==> src/core/pia_regs.svh <==
`ifndef PIA_REGS_SVH
`define PIA_REGS_SVH

// register indices; byte address is four times the index
`define PIA_IDX_SUMMARY   16'h4010
`define PIA_IDX_STATUS    16'h4011
`define PIA_IDX_MASK      16'h4020
`define PIA_IDX_TRIG      16'h4021

// summary bit positions
`define PIA_SUM_POWER     15
`define PIA_SUM_THERMAL   14
`define PIA_SUM_GPIO      13
`define PIA_SUM_ONKEY     12
`define PIA_SUM_WDOG      11
`define PIA_SUM_CONV      8
`define PIA_SUM_PPATH     7
`define PIA_SUM_CLOCK     5
`define PIA_SUM_OTP       4
`define PIA_SUM_CURRENT   1
`define PIA_SUM_UNDERV    0
`define PIA_SUM_USED      16'hf9b3

// status bit positions
`define PIA_ST_LOWSUP     15
`define PIA_ST_ONKEY      12
`define PIA_ST_WDOG       11
`define PIA_ST_CONV       8
`define PIA_ST_CMP_LO     4
`define PIA_ST_TICK       3
`define PIA_ST_ALARM      2
`define PIA_ST_THERM      1
`define PIA_ST_USED       16'h99fe

// reset values
`define PIA_RST_SUMMARY   16'h0000
`define PIA_RST_STATUS    16'h0000
`define PIA_RST_MASK      16'h0000
`define PIA_RST_TRIG      4'hf

// bus responses
`define PIA_RESP_OKAY     2'h0
`define PIA_RESP_DECERR   2'h3

`endif

==> src/core/pia_pkg.sv <==
package pia_pkg;
  typedef logic [15:0] pia_word_t;

  typedef struct packed {
    logic       low_supply_threshold;
    logic       onkey_pin;
    logic       watchdog_timeout;
    logic       converter_result_ready;
    logic [3:0] comparator_hit;
    logic       periodic_tick;
    logic       alarm_match;
    logic       thermal_warning;
  } pia_src_s;

  typedef enum {
    PIA_SEL_SUMMARY,
    PIA_SEL_STATUS,
    PIA_SEL_MASK,
    PIA_SEL_TRIG,
    PIA_SEL_NONE
  } pia_sel_e;
endpackage

==> src/core/pia_edge_sync.sv <==
`timescale 1ns/10ps
// two-stage synchroniser followed by a previous-level stage
module pia_edge_sync #(
  parameter int W = 1
) (
  input  wire logic         clk_sys,
  input  wire logic         rstn,
  input  wire logic [W-1:0] async_in,
  output logic      [W-1:0] level,
  output logic      [W-1:0] rise,
  output logic      [W-1:0] fall
);
  logic [W-1:0] meta_q;
  logic [W-1:0] sync_q;
  logic [W-1:0] prev_q;

  always_ff @(posedge clk_sys or negedge rstn) begin
    if (!rstn) begin
      meta_q <= '0;
      sync_q <= '0;
      prev_q <= '0;
    end else begin
      meta_q <= async_in;
      sync_q <= meta_q;
      prev_q <= sync_q;
    end
  end

  // meta_q is read only by sync_q
  genvar i;
  generate
    for (i = 0; i < W; i++) begin : g_bit
      assign level[i] = sync_q[i];
      assign rise[i]  = sync_q[i] & ~prev_q[i];
      assign fall[i]  = ~sync_q[i] & prev_q[i];
    end
  endgenerate
endmodule

==> src/core/pia_top.sv <==
`timescale 1ns/10ps
`include "pia_regs.svh"
module pia_top (
  input  wire logic              clk_sys,
  input  wire logic              rstn,
  input  wire logic [31:0]       s_axi_awaddr,
  input  wire logic              s_axi_awvalid,
  output logic                   s_axi_awready,
  input  wire logic [31:0]       s_axi_wdata,
  input  wire logic [3:0]        s_axi_wstrb,
  input  wire logic              s_axi_wvalid,
  output logic                   s_axi_wready,
  output logic [1:0]             s_axi_bresp,
  output logic                   s_axi_bvalid,
  input  wire logic              s_axi_bready,
  input  wire logic [31:0]       s_axi_araddr,
  input  wire logic              s_axi_arvalid,
  output logic                   s_axi_arready,
  output logic [31:0]            s_axi_rdata,
  output logic [1:0]             s_axi_rresp,
  output logic                   s_axi_rvalid,
  input  wire logic              s_axi_rready,
  input  wire pia_pkg::pia_src_s event_src,
  input  wire pia_pkg::pia_word_t group_pending_in,
  output logic                   irq
);
  import pia_pkg::*;

  function automatic pia_sel_e decode(input logic [31:0] addr);
    pia_sel_e sel;
    sel = PIA_SEL_NONE;
    if (addr[31:18] != 14'h0000 || addr[1:0] != 2'h0) begin
      sel = PIA_SEL_NONE;
    end else if (addr[17:2] == `PIA_IDX_SUMMARY) begin
      sel = PIA_SEL_SUMMARY;
    end else if (addr[17:2] == `PIA_IDX_STATUS) begin
      sel = PIA_SEL_STATUS;
    end else if (addr[17:2] == `PIA_IDX_MASK) begin
      sel = PIA_SEL_MASK;
    end else if (addr[17:2] == `PIA_IDX_TRIG) begin
      sel = PIA_SEL_TRIG;
    end
    return sel;
  endfunction

  // ---------------- source sampling ----------------
  // only edges set status bits; the level taps stay open
  pia_src_s  src_rise;
  pia_src_s  src_fall;
  pia_word_t grp_level;

  pia_edge_sync #(
    .W($bits(pia_src_s))
  ) u_src_sync (
    .clk_sys  (clk_sys),
    .rstn     (rstn),
    .async_in (event_src),
    .level    (),
    .rise     (src_rise),
    .fall     (src_fall)
  );

  // groups whose secondary registers live elsewhere arrive as levels
  pia_edge_sync #(
    .W(16)
  ) u_grp_sync (
    .clk_sys  (clk_sys),
    .rstn     (rstn),
    .async_in (group_pending_in),
    .level    (grp_level),
    .rise     (),
    .fall     ()
  );

  // ---------------- write channel ----------------
  logic        aw_have_q;
  logic        aw_have_d;
  logic [31:0] aw_addr_q;
  logic [31:0] aw_addr_d;
  logic        w_have_q;
  logic        w_have_d;
  logic [31:0] w_data_q;
  logic [31:0] w_data_d;
  logic [3:0]  w_strb_q;
  logic [3:0]  w_strb_d;
  logic        awready_q;
  logic        awready_d;
  logic        wready_q;
  logic        wready_d;
  logic        bvalid_q;
  logic        bvalid_d;
  logic [1:0]  bresp_q;
  logic [1:0]  bresp_d;
  logic        wr_fire;
  pia_sel_e    wr_sel;
  pia_word_t   wr_bits;

  assign wr_sel  = decode(aw_addr_q);
  // only the low two lanes carry register bits
  assign wr_bits = w_data_q[15:0] & {{8{w_strb_q[1]}}, {8{w_strb_q[0]}}};

  always_comb begin
    aw_have_d = aw_have_q;
    aw_addr_d = aw_addr_q;
    w_have_d  = w_have_q;
    w_data_d  = w_data_q;
    w_strb_d  = w_strb_q;
    bvalid_d  = bvalid_q;
    bresp_d   = bresp_q;
    wr_fire   = 1'b0;
    if (s_axi_awvalid && awready_q) begin
      aw_have_d = 1'b1;
      aw_addr_d = s_axi_awaddr;
    end
    if (s_axi_wvalid && wready_q) begin
      w_have_d = 1'b1;
      w_data_d = s_axi_wdata;
      w_strb_d = s_axi_wstrb;
    end
    if (bvalid_q && s_axi_bready) begin
      bvalid_d = 1'b0;
    end
    if (aw_have_q && w_have_q && !bvalid_q) begin
      wr_fire   = 1'b1;
      aw_have_d = 1'b0;
      w_have_d  = 1'b0;
      bvalid_d  = 1'b1;
      // summary writes are accepted and dropped
      bresp_d   = (wr_sel == PIA_SEL_NONE) ? `PIA_RESP_DECERR : `PIA_RESP_OKAY;
    end
    awready_d = !aw_have_d;
    wready_d  = !w_have_d;
  end

  always_ff @(posedge clk_sys or negedge rstn) begin
    if (!rstn) begin
      aw_have_q <= 1'b0;
      aw_addr_q <= 32'h0000_0000;
      w_have_q  <= 1'b0;
      w_data_q  <= 32'h0000_0000;
      w_strb_q  <= 4'h0;
      awready_q <= 1'b0;
      wready_q  <= 1'b0;
      bvalid_q  <= 1'b0;
      bresp_q   <= `PIA_RESP_OKAY;
    end else begin
      aw_have_q <= aw_have_d;
      aw_addr_q <= aw_addr_d;
      w_have_q  <= w_have_d;
      w_data_q  <= w_data_d;
      w_strb_q  <= w_strb_d;
      awready_q <= awready_d;
      wready_q  <= wready_d;
      bvalid_q  <= bvalid_d;
      bresp_q   <= bresp_d;
    end
  end

  // ---------------- event registers ----------------
  pia_word_t status_q;
  pia_word_t status_d;
  pia_word_t mask_q;
  pia_word_t mask_d;
  logic [3:0] trig_q;
  logic [3:0] trig_d;
  pia_word_t summary_q;
  pia_word_t summary_d;
  logic      irq_q;
  logic      irq_d;
  pia_word_t set_vec;
  pia_word_t clr_vec;
  pia_word_t live;

  always_comb begin
    set_vec = 16'h0000;
    set_vec[`PIA_ST_LOWSUP] = src_rise.low_supply_threshold;
    set_vec[`PIA_ST_TICK]   = src_rise.periodic_tick;
    set_vec[`PIA_ST_ALARM]  = src_rise.alarm_match;
    set_vec[`PIA_ST_ONKEY]  = src_rise.onkey_pin | src_fall.onkey_pin;
    set_vec[`PIA_ST_THERM]  = src_rise.thermal_warning | src_fall.thermal_warning;
    set_vec[`PIA_ST_WDOG]   = src_rise.watchdog_timeout;
    set_vec[`PIA_ST_CONV]   = src_rise.converter_result_ready;
    // comparator n lands at bit 4+n; trigger select 1 = rising, 0 = falling
    for (int n = 0; n < 4; n++) begin
      set_vec[`PIA_ST_CMP_LO + n] = trig_q[n] ? src_rise.comparator_hit[n]
                                              : src_fall.comparator_hit[n];
    end
  end

  assign clr_vec = (wr_fire && wr_sel == PIA_SEL_STATUS) ? wr_bits : 16'h0000;
  assign live    = status_q & ~mask_q;

  always_comb begin
    // a set in the same cycle as its clear survives
    status_d = ((status_q & ~clr_vec) | set_vec) & `PIA_ST_USED;
    mask_d   = mask_q;
    trig_d   = trig_q;
    if (wr_fire && wr_sel == PIA_SEL_MASK) begin
      mask_d = ((mask_q & ~{{8{w_strb_q[1]}}, {8{w_strb_q[0]}}}) | wr_bits) & `PIA_ST_USED;
    end
    if (wr_fire && wr_sel == PIA_SEL_TRIG && w_strb_q[0]) begin
      trig_d = w_data_q[3:0];
    end
    summary_d = 16'h0000;
    summary_d[`PIA_SUM_POWER]   = grp_level[`PIA_SUM_POWER];
    summary_d[`PIA_SUM_THERMAL] = grp_level[`PIA_SUM_THERMAL] | live[`PIA_ST_THERM];
    summary_d[`PIA_SUM_GPIO]    = grp_level[`PIA_SUM_GPIO];
    summary_d[`PIA_SUM_ONKEY]   = grp_level[`PIA_SUM_ONKEY] | live[`PIA_ST_ONKEY];
    summary_d[`PIA_SUM_WDOG]    = grp_level[`PIA_SUM_WDOG] | live[`PIA_ST_WDOG];
    summary_d[`PIA_SUM_CONV]    = grp_level[`PIA_SUM_CONV] | (|live[`PIA_ST_CONV:`PIA_ST_CMP_LO]);
    summary_d[`PIA_SUM_PPATH]   = grp_level[`PIA_SUM_PPATH] | live[`PIA_ST_LOWSUP];
    summary_d[`PIA_SUM_CLOCK]   = grp_level[`PIA_SUM_CLOCK] | live[`PIA_ST_TICK]
                                  | live[`PIA_ST_ALARM];
    summary_d[`PIA_SUM_OTP]     = grp_level[`PIA_SUM_OTP];
    summary_d[`PIA_SUM_CURRENT] = grp_level[`PIA_SUM_CURRENT];
    summary_d[`PIA_SUM_UNDERV]  = grp_level[`PIA_SUM_UNDERV];
    summary_d = summary_d & `PIA_SUM_USED;
    irq_d     = |summary_d;
  end

  always_ff @(posedge clk_sys or negedge rstn) begin
    if (!rstn) begin
      status_q  <= `PIA_RST_STATUS;
      mask_q    <= `PIA_RST_MASK;
      trig_q    <= `PIA_RST_TRIG;
      summary_q <= `PIA_RST_SUMMARY;
      irq_q     <= 1'b0;
    end else begin
      status_q  <= status_d;
      mask_q    <= mask_d;
      trig_q    <= trig_d;
      summary_q <= summary_d;
      irq_q     <= irq_d;
    end
  end

  // ---------------- read channel ----------------
  logic        arready_q;
  logic        arready_d;
  logic        rvalid_q;
  logic        rvalid_d;
  logic [31:0] rdata_q;
  logic [31:0] rdata_d;
  logic [1:0]  rresp_q;
  logic [1:0]  rresp_d;
  pia_sel_e    rd_sel;

  assign rd_sel = decode(s_axi_araddr);

  always_comb begin
    rvalid_d = rvalid_q;
    rdata_d  = rdata_q;
    rresp_d  = rresp_q;
    if (rvalid_q && s_axi_rready) begin
      rvalid_d = 1'b0;
    end
    if (s_axi_arvalid && arready_q) begin
      rvalid_d = 1'b1;
      rresp_d  = `PIA_RESP_OKAY;
      if (rd_sel == PIA_SEL_SUMMARY) begin
        rdata_d = {16'h0000, summary_q};
      end else if (rd_sel == PIA_SEL_STATUS) begin
        rdata_d = {16'h0000, status_q};
      end else if (rd_sel == PIA_SEL_MASK) begin
        rdata_d = {16'h0000, mask_q};
      end else if (rd_sel == PIA_SEL_TRIG) begin
        rdata_d = {28'h0000000, trig_q};
      end else begin
        rdata_d = 32'h0000_0000;
        rresp_d = `PIA_RESP_DECERR;
      end
    end
    // one read in flight; next address waits for the data beat to drain
    arready_d = !rvalid_d;
  end

  always_ff @(posedge clk_sys or negedge rstn) begin
    if (!rstn) begin
      arready_q <= 1'b0;
      rvalid_q  <= 1'b0;
      rdata_q   <= 32'h0000_0000;
      rresp_q   <= `PIA_RESP_OKAY;
    end else begin
      arready_q <= arready_d;
      rvalid_q  <= rvalid_d;
      rdata_q   <= rdata_d;
      rresp_q   <= rresp_d;
    end
  end

  assign s_axi_awready = awready_q;
  assign s_axi_wready  = wready_q;
  assign s_axi_bvalid  = bvalid_q;
  assign s_axi_bresp   = bresp_q;
  assign s_axi_arready = arready_q;
  assign s_axi_rvalid  = rvalid_q;
  assign s_axi_rdata   = rdata_q;
  assign s_axi_rresp   = rresp_q;
  assign irq           = irq_q;
endmodule

==> config.mk <==
export PLATFORM = sky130hd
export DESIGN_NAME = pia_top
export DESIGN_NICKNAME = d
export VERILOG_FILES = /design/src/core/pia_pkg.sv /design/src/core/pia_edge_sync.sv /design/src/core/pia_top.sv
export VERILOG_INCLUDE_DIRS = /design/src /design/src/core
export SDC_FILE = /design/constraint.sdc
export NUM_CORES = 1
export LEC_CHECK = 0
export ABC_AREA = 1
export BUFFER_PORTS_ARGS = -buffer_cell sky130_fd_sc_hd__buf_2
export CAP_MARGIN = 20
export CORE_MARGIN = 8
export CORE_UTILIZATION = 57
export DETAILED_ROUTE_END_ITERATION = 8
export HOLD_SLACK_MARGIN = 0.08
export PLACE_DENSITY = 0.87
export SYNTH_ARGS = -nofsm -noshare
export SYNTH_HDL_FRONTEND = slang
export SYNTH_SLANG_ARGS = --single-unit
==> constraint.sdc <==
create_clock -name clk_sys -period 2.33 [get_ports clk_sys]
set_input_delay 0.1165 -clock clk_sys [delete_from_list [all_inputs] [get_ports clk_sys]]
set_output_delay 0.1165 -clock clk_sys [all_outputs]
set_load 0.02 [all_outputs]
==> reports/results.ini, run 1 <==
[critical_path]
path_cells=inv_1, nand2_1, nor2_1, nand2_1, inv_1, o21ai_0, nor2_1, nand4_2, nand2_1, nand2_1
path_class=register to register
crit_path_max_incr_delay_ps=410
required_ps=2630
cp_slowest_cell=dfrtp_1
path_common_cell=nand2_1
endpoint_kind=register
crit_fanout=7
arrival_ps=2350
start_kind=register

[clock_network]
insertion_delay_ps=430
cts.path.max_buffers=2
cts_sinks=162
cts_buffers=17
clk_pin_slew_worst_paths_ps=70
cts_tree=built
postCtsSetupRepairBufs=0
cts_root_buffer=clkbuf_16
cts.htree.levels=4
cts.repair.resized=0

[final_layout]
layout-drive-gt1-share=0.2141
area_delta_synth_final_pct=30.45
nets=1089
post-route-util=0.7646

[yosys]
synth_top_area_share=0.5882
syn_area_sq_mm=0.006721
ys.flop_type=dfrtp_1
synth_cells=746
avgSynthCellArea_sq_um=9.010
yosys_warnings=0
async_flop_share=1.000
synthTopCellsByArea=dfrtp_1, nand2_1, inv_1, nor2_1, nand3_1
synth-edff-count=0
yosys.area.top_type=dfrtp_1
ys_seq_area_frac=0.6039
ys_types=34
synth-seq-cells=162

[routing]
drc=0
antenna_left=0
drt_iter0_markers=675
post_drt_wl_per_cell_um=17.73
drt_wl_total_um=19690
dr.pass1.iters=6
vias=6010
vias_per_cell=5.410

[power_and_ir_drop]
powerDensity_mw_per_mm2=926.8
p_leak_nw=4.562
ir_drop_v=0.0009409

[global_route]
grt_pass1_wl_um=32180
antenna_found_initial=1
overflow=0
grt_max_degree=55
grt.total_usage=0.2585
grt_pass1_vias=6465

[timing]
finalMaxSlewViolations=0
finalCriticalPeriod_ps=2043
fin_crit_sh=0.8769
grt_setup_unrepaired=false
clock_skew_ps=15.43
setup_tns_ps=0
max_slew_margin=0.6018
worst_pin_slew_ps=597.4
setup_viol=0
hold_viol=0
max_freq_mhz=489.4

[placement]
io_buffers=130
place_hpwl_um=10800
finalWeightedCongestion=0.8069

[job]
cap_violations=0

[floorplan]
ios=176
rows=39
coreArea_sq_mm=0.01147
start_util=0.5861
die-width_um=124.6
die-area_sq_mm=0.01552
die_y_um=124.6

[hold_path]
min_path_type=input port to register

[status]
status=finished, final reports clean

-- layout make-up --
type                       count  area, sq um
fill                         659         2699
multi-input combinational    486         2182
clock buffer                  23        498.0
antenna                        1        2.502
timing repair buffer         211         1455
sequential                   162         4059
tap                          143        178.9
inverter                      77        291.5
clock inverter                 8        101.3
-- synthesized netlist by cell type (4+ instances only) --
cell,number
nand2_1,264
a21oi_1,7
dfrtp_1,158
o21ai_2,10
nand4_1,17
clkbuf_1,10
dfstp_2,4
inv_1,73
nand2_2,4
buf_2,4
buf_4,21
nand3_1,41
nor2_4,6
nor2_1,72
o21ai_0,25
-- sequential cells by signal, indices dropped and copies added, names as in the netlist, named ones only --
name               count
aw_addr_q             32
aw_have_q              1
irq                    1
s_axi_arready          1
s_axi_awready          1
s_axi_bresp            1
s_axi_bvalid           1
s_axi_rdata           14
s_axi_rresp            1
s_axi_rvalid           1
s_axi_wready           1
status_q              11
summary_q             11
trig_q                 4
u_grp_sync.level      11
u_grp_sync.meta_q     11
u_src_sync.level      11
u_src_sync.meta_q     11
u_src_sync.prev_q     11
w_data_q              12
w_have_q               1
w_strb_q               2
-- metal layers --
layer | track usage | share of wire
met5 | 0 | 0
met4 | 0.1566 | 0.057
met3 | 0.08170 | 0.094
met2 | 0.4490 | 0.50
met1 | 0.2678 | 0.35
-- report_power, final --
group	internal (mW)	switching [mW]	total (mW)	leakage, nW
Combinational	0.514	1.03	1.54	2.36
Clock	1.71	1.10	2.81	0.287
Sequential	3.31	0.462	3.77	1.92
-- timing repair --
item / 4_1_cts / 5_1_grt
setup endpoints to repair: 0 / 0
hold buffers: 71 / 0
hold endpoints to repair: 170 / 0
-- stage by stage --
step	power [mW]	hold WS (ps)	setup WS (ps)	cell area [sq um]	instances
floorplan	4.509	-179.1	931.7	6785	763
global placement	4.885	76.39	699.4	7456	1008
detailed placement	4.978	73.68	554.6	7456	1008
CTS	7.851	121.0	456.6	8766	1110
global route	8.400	204.2	197.2	8768	1111
finish	8.126	171.2	286.8	8768	1111
-- worst max-delay path, delay by kind of cell, from the launching register on --
kind / cells / cell delay, ps
AND/OR/NAND/NOR: 7 / 1100
AO/OA/AOI/OAI: 1 / 170
buffers and inverters: 2 / 230
flip-flops: 1 / 410
-- logic make-up after synthesis --
family | Yosys count | synth area share
buf+inv | 115 | 0.08098
xor+xnor | 2 | 0.002607
flops | 162 | 0.6039
simple gates | 419 | 0.2697
compound gates | 47 | 0.04226
other cells | 1 | 0.0005579
-- final timing paths --
| path | end | startpoint | cells past startpoint | slack [ps] |
|---|---|---|---|---|
| max in group asynchronous | u_src_sync.prev_q[8]$_DFF_PN0_ | rstn | 3 | 1330 |
| worst max register to register | register | aw_addr_q[14]$_DFFE_PN0P_ | 10 | 290 |
| worst max-delay path | register | aw_addr_q[14]$_DFFE_PN0P_ | 10 | 290 |
| worst min-delay path | w_data_q[11]$_DFFE_PN0P_ | s_axi_wvalid | 5 | 170 |
| worst min register to register | u_src_sync.level[9]$_DFF_PN0_ | u_src_sync.meta_q[9]$_DFF_PN0_ | 0 | 350 |
| min in group asynchronous | aw_addr_q[26]$_DFFE_PN0P_ | rstn | 2 | 180 |
-- cells in the final DEF (no fill, tap or decap), drive strengths merged --
cell type,n
xnor2,2
bufinv,2
nand4,18
dfstp,4
a21oi,7
clkinvlp,3
nand2,271
dfrtp,158
buf,140
and2b,2
clkbuf,23
dlygate4sd3,71
o21ai,35
conb,18
nor4,2
nor3,1
nand3,42
diode,1
a221oi,1
o21bai,2
inv,76
nor2,83
o22ai,1
clkinv,4
a31oi,1
Power figures use the tool's default switching activity.
==> run 2: changes to the inputs <==
==> constraint.sdc (replaced) <==
create_clock -name clk_sys -period 2.6 [get_ports clk_sys]
set_input_delay 0.13 -clock clk_sys [delete_from_list [all_inputs] [get_ports clk_sys]]
set_output_delay 0.13 -clock clk_sys [all_outputs]
set_load 0.02 [all_outputs]
==> reports/results.ini, run 2 (synthesized netlist as in run 1, its figures left out) <==
[status]
status=finished, final reports clean

[critical_path]
path_class=register to register
startpoint=aw_addr_q[16]$_DFFE_PN0P_
start_kind=register
endpoint_kind=register
required_ps=2900  ; +270 ps
crit_fanout=7  ; unchanged
r2r_cells=9  ; -1
rr_startpoint=aw_addr_q[16]$_DFFE_PN0P_
r2r_setup_slack_ps=740  ; +460 ps
arrival_ps=2160  ; -190 ps

[clock_network]
cts.path.max_buffers=2  ; unchanged
cts_buffers=17  ; unchanged
insertion_delay_ps=430  ; about the same
cts_root_buffer=clkbuf_16
clk_pin_slew_worst_paths_ps=70  ; about the same
cts_tree=built
cts.htree.levels=4  ; unchanged
cts_sinks=162  ; unchanged

[floorplan]
ios=176  ; unchanged
die-width_um=124.6  ; unchanged
die-area_sq_mm=0.01552  ; unchanged
start_util=0.5861  ; unchanged
coreArea_sq_mm=0.01147  ; unchanged
die_y_um=124.6  ; unchanged
rows=39  ; unchanged

[placement]
finalWeightedCongestion=0.8150  ; +1.0%
dp_cells=1006  ; -0.20%
io_buffers=130  ; unchanged
place_hpwl_um=10670  ; -1.2%
place_area_sq_mm=0.007441  ; -0.20%

[timing]
fin_crit_sh=0.7146  ; -0.1623
setup_tns_ps=0  ; unchanged
max_freq_mhz=538.2  ; +10%
finalMaxSlewViolations=0  ; unchanged
worst_pin_slew_ps=612.5  ; +15.13 ps
setup_viol=0  ; unchanged
grt_setup_unrepaired=false
hold_viol=0  ; unchanged
finalCriticalPeriod_ps=1858  ; -185.2 ps
clock_skew_ps=8.917  ; -6.516 ps
max_slew_margin=0.5917  ; -0.01008

[hold_path]
min_path_type=input port to register

[final_layout]
design_area_sq_mm=0.008716  ; -0.60%
nFillCells=685  ; +3.9%
layout_commonest_cell=nand2_1
final_cell_mix=nand2_1, dfrtp_1, buf_2
area_delta_synth_final_pct=29.67
largest_register_ff_count=32  ; unchanged
nets=1087  ; -0.18%
n_antenna_cell=0  ; -1
post-route-util=0.7601  ; -0.004583
layout-drive-gt1-share=0.2124  ; -0.001629
final_cells=1108  ; -0.27%
top_register=aw_addr_q

[routing]
dr.pass1.iters=6  ; unchanged
vias_per_cell=5.360  ; -0.91%
drt_wl_total_um=18940  ; -3.8%
drc=0  ; unchanged
antenna_left=0  ; unchanged
drt_iter0_markers=454  ; -33%
vias=5939  ; -1.2%
post_drt_wl_per_cell_um=17.10  ; -3.6%

[global_route]
grt_pass1_vias=6284  ; -2.8%
grt_max_degree=73  ; +33%
grt.total_usage=0.2467  ; -0.01179
grt_pass1_wl_um=30730  ; -4.5%
overflow=0  ; unchanged
antenna_found_initial=0  ; -1

[power_and_ir_drop]
ir_drop_v=0.0006288  ; -33%
powerDensity_mw_per_mm2=812.2  ; -12%
p_total_mw=7.079  ; -13%
p_leak_nw=4.525  ; -0.80%

[job]
cap_violations=0  ; unchanged

## run 2: cell count changes in the layout (fill, tap and decap cells not counted), sizes merged
cell and delta:
clkbuf -3, inv +1, buf -2, bufinv -1
clkinvlp +2, clkinv +1, diode -1
## run 2: metal layers
layer,routed length [um],track usage,vias up
met5,0,0,-
met4,971,0.1432,0
met3,1588,0.07617,77
met2,9667,0.4295,347
met1,6714,0.2583,2826
li1,-,-,2689
## run 2: area by class of cell
type	instances	area (sq um)	area share
Tap cell	143	178.9	0.02053
Multi-Input combinational cell	486	2182	0.2504
Timing Repair Buffer	209	1440	0.1652
Clock buffer	20	456.7	0.05240
Sequential cell	162	4059	0.4657
Inverter	77	291.5	0.03345
Clock inverter	11	107.6	0.01235
## run 2: timing repair
item	in CTS	in global routing
endpoints found under the hold margin	131	0
hold buffers	71	0
gates resized for setup	0	0
buffers inserted	0	0
## run 2: how the worst min path moves through the flow
stage / from / end / depth (start not counted)
floorplan: rstn / async pin / 0
global placement: rstn / aw_addr_q[1]$_DFFE_PN0P_ / 1
detailed placement: rstn / aw_addr_q[1]$_DFFE_PN0P_ / 1
CTS: s_axi_wvalid / w_data_q[3]$_DFFE_PN0P_ / 5
global route: s_axi_wvalid / w_data_q[4]$_DFFE_PN0P_ / 5
finish: s_axi_wvalid / w_data_q[7]$_DFFE_PN0P_ / 5
## run 2: critical path, cell delays in order, from the launching register on
cell     delay, ps
dfrtp_1        420
nand2_1         80
nor2_1         190
nand2_1        130
inv_1          110
o21ai_0        110
nor2_1         190
nand4_2        240
nand2_1        170
nand2_1         80
## run 2: where the power goes
part / switching, mW / leakage, nW / internal, mW
Clock: 1.02 / 0.261 / 1.37
Sequential: 0.384 / 1.92 / 2.97
Combinational: 0.884 / 2.35 / 0.455
Total: 2.29 / 4.53 / 4.79
## run 2: through the flow
step | worst slack, ps | hold WS (ps)
final | 742.0 | 176.4
after detailed placement | 855.9 | 130.5
after floorplan | 1202 | -165.6
after CTS | 817.6 | 155.7
after global placement | 994.0 | 126.0
after global routing | 564.2 | 195.5
==> run 3: changes to the inputs <==
--- a/config.mk
+++ b/config.mk
@@ -10,10 +10,10 @@
 export BUFFER_PORTS_ARGS = -buffer_cell sky130_fd_sc_hd__buf_2
 export CAP_MARGIN = 20
 export CORE_MARGIN = 8
-export CORE_UTILIZATION = 57
+export CORE_UTILIZATION = 48
 export DETAILED_ROUTE_END_ITERATION = 8
 export HOLD_SLACK_MARGIN = 0.08
-export PLACE_DENSITY = 0.87
+export PLACE_DENSITY = 0.79
 export SYNTH_ARGS = -nofsm -noshare
 export SYNTH_HDL_FRONTEND = slang
 export SYNTH_SLANG_ARGS = --single-unit
==> constraint.sdc (replaced) <==
create_clock -name clk_sys -period 1.65 [get_ports clk_sys]
set_input_delay 0.0825 -clock clk_sys [delete_from_list [all_inputs] [get_ports clk_sys]]
set_output_delay 0.0825 -clock clk_sys [all_outputs]
set_load 0.02 [all_outputs]
==> reports/results.ini, run 3 (synthesized netlist as in run 1, its figures left out) <==
[clock_network]
insertion_delay_ps=430  ; about the same
cts_root_buffer=clkbuf_16
cts_tree=built
cts.htree.levels=4  ; unchanged
cts.path.max_buffers=2  ; unchanged
clk_pin_slew_worst_paths_ps=60  ; about the same
cts_buffers=17  ; unchanged
cts_sinks=162  ; unchanged

[timing]
worst_pin_slew_ps=505.7  ; -106.8 ps
hold_viol=0  ; unchanged
setup_slack_ps=6.998  ; -735.0 ps
fin_crit_sh=0.9958  ; +0.2811
max_freq_mhz=608.6  ; +13%
clock_skew_ps=8.347  ; -0.5693 ps
finalMaxSlewViolations=0  ; unchanged
max_slew_margin=0.6625  ; +0.07086
grt_setup_unrepaired=true
finalCriticalPeriod_ps=1643  ; -215.0 ps
setup_viol=0  ; unchanged

[global_route]
grt.total_usage=0.1900  ; -0.05678
antenna_found_initial=0  ; unchanged
grt_pass1_wl_um=27300  ; -11%
grt_pass1_vias=5824  ; -7.3%
met3_usage=0.05535  ; -0.02082
grt_max_degree=98  ; +34%
globalRouteMet2Util=0.3287  ; -0.1008
use_met1=0.2121  ; -0.04623
grt_busiest_layer=met2
overflow=0  ; unchanged

[critical_path]
path_class=register to register
crit_path_max_incr_delay_ps=400  ; -20 ps
required_ps=1960  ; -940 ps
r2r_setup_slack_ps=7  ; -740 ps
arrival_ps=1960  ; -200 ps
path_common_cell=nand2_1
critPathBufInv=2  ; +1
path_cells=nor2_1, nand4_1, and2b_2, inv_2, nor2_4, buf_4, nand4_4, nand2_1, nand2_1
crit_fanout=7  ; unchanged
start_kind=register
crit_family=simple AND/OR/NAND/NOR gates
endpoint_kind=register
cp_slowest_cell=dfrtp_1

[job]
cap_violations=0  ; unchanged

[power_and_ir_drop]
ir_drop_v=0.001433  ; +130%
p_leak_nw=4.600  ; +1.7%
p_total_mw=11.13  ; +57%
powerDensity_mw_per_mm2=1241  ; +53%

[placement]
finalWeightedCongestion=0.8097  ; -0.65%
place_hpwl_um=10670  ; about the same
place_area_sq_mm=0.007530  ; +1.2%
dp_cells=1047  ; +4.1%
place_ws_ps=-36.53  ; -892.4 ps
io_buffers=130  ; unchanged

[routing]
antenna_left=0  ; unchanged
drt_iter0_markers=347  ; -24%
post_drt_wl_per_cell_um=14.39  ; -16%
drc=0  ; unchanged
vias=5567  ; -6.3%
drt_wl_total_um=16660  ; -12%
vias_per_cell=4.812  ; -10%
dr.pass1.iters=5  ; -1

[final_layout]
area_delta_synth_final_pct=33.51
final_cell_mix=nand2_1, dfrtp_1, buf_2
n_antenna_cell=0  ; unchanged
nets=1100  ; +1.2%
top_register=aw_addr_q
layout-drive-gt1-share=0.2467  ; +0.03424
largest_register_ff_count=32  ; unchanged
final_cells=1157  ; +4.4%
nFillCells=1070  ; +56%
layout_commonest_cell=nand2_1
post-route-util=0.6515  ; -0.1085
design_area_sq_mm=0.008974  ; +3.0%

[floorplan]
die-area_sq_mm=0.01805  ; +16%
start_util=0.4880  ; -0.09813
die_y_um=134.3  ; +7.8%
coreArea_sq_mm=0.01377  ; +20%
die-width_um=134.3  ; +7.8%
ios=176  ; unchanged
rows=43  ; +10%

[status]
status=finished, final reports clean

[hold_path]
min_path_type=input port to register

==> run 3: what timing repair did <==
action | in CTS | in global routing
hold buffers | 72 | 0
pin swaps | 4 | 15
setup endpoints to repair | 17 | 26
buffers inserted | 0 | 7
gates resized for setup | 7 | 29
gates cloned | 0 | 1
endpoints found under the hold margin | 233 | 0
==> run 3: path summary, 6_finish.rpt <==
path | from | end | cells past startpoint
setup / recovery | aw_addr_q[19]$_DFFE_PN0P_ | register | 9
hold reg to reg | u_src_sync.meta_q[5]$_DFF_PN0_ | u_src_sync.level[5]$_DFF_PN0_ | 0
setup reg to reg | aw_addr_q[19]$_DFFE_PN0P_ | register | 9
hold / removal | s_axi_arvalid | s_axi_rdata[14]$_DFFE_PN0P_ | 5
max in group asynchronous | rstn | s_axi_rdata[13]$_DFFE_PN0P_ | 3
min in group asynchronous | rstn | summary_q[0]$_DFF_PN0_ | 3
==> run 3: area by class of cell <==
type,instances,area [sq um],share of cell area
inverters,77,291.5,0.03249
flip-flops and latches,162,4059,0.4523
clock buffers,20,446.7,0.04978
repair buffers,222,1564,0.1743
well taps,180,225.2,0.02510
clock inverters,10,112.6,0.01255
multi-input cells,486,2275,0.2535
==> run 3: metal layers <==
| metal | wire, um | vias up | part of all wire |
|---|---|---|---|
| met5 | 0 | - | 0 |
| met2 | 8534 | 177 | 0.51 |
| li1 | - | 2718 | - |
| met1 | 6525 | 2636 | 0.39 |
| met4 | 433 | 0 | 0.026 |
| met3 | 1162 | 36 | 0.070 |
==> run 3: power by group <==
group	internal (mW)	leakage, nW	switching [mW]
clock	2.24	0.271	1.50
sequential	4.68	1.92	0.532
combinational	0.828	2.41	1.35
==> run 3: per-stage QoR <==
stage,setup TNS [ps],hold WS [ps]
floorplan,0,-213.1
global placement,0,-122.3
detailed placement,-198.5,-122.2
CTS,0,148.4
global route,-1743,168.7
finish,0,157.0
==> run 3: worst reg2reg max path, stage by stage (launching register included) <==
cell and delay (ps):
dfrtp_1 400, nor2_1 120, nand4_1 110, and2b_2 290
inv_2 60, nor2_4 120, buf_4 130, nand4_4 120
nand2_1 120, nand2_1 60
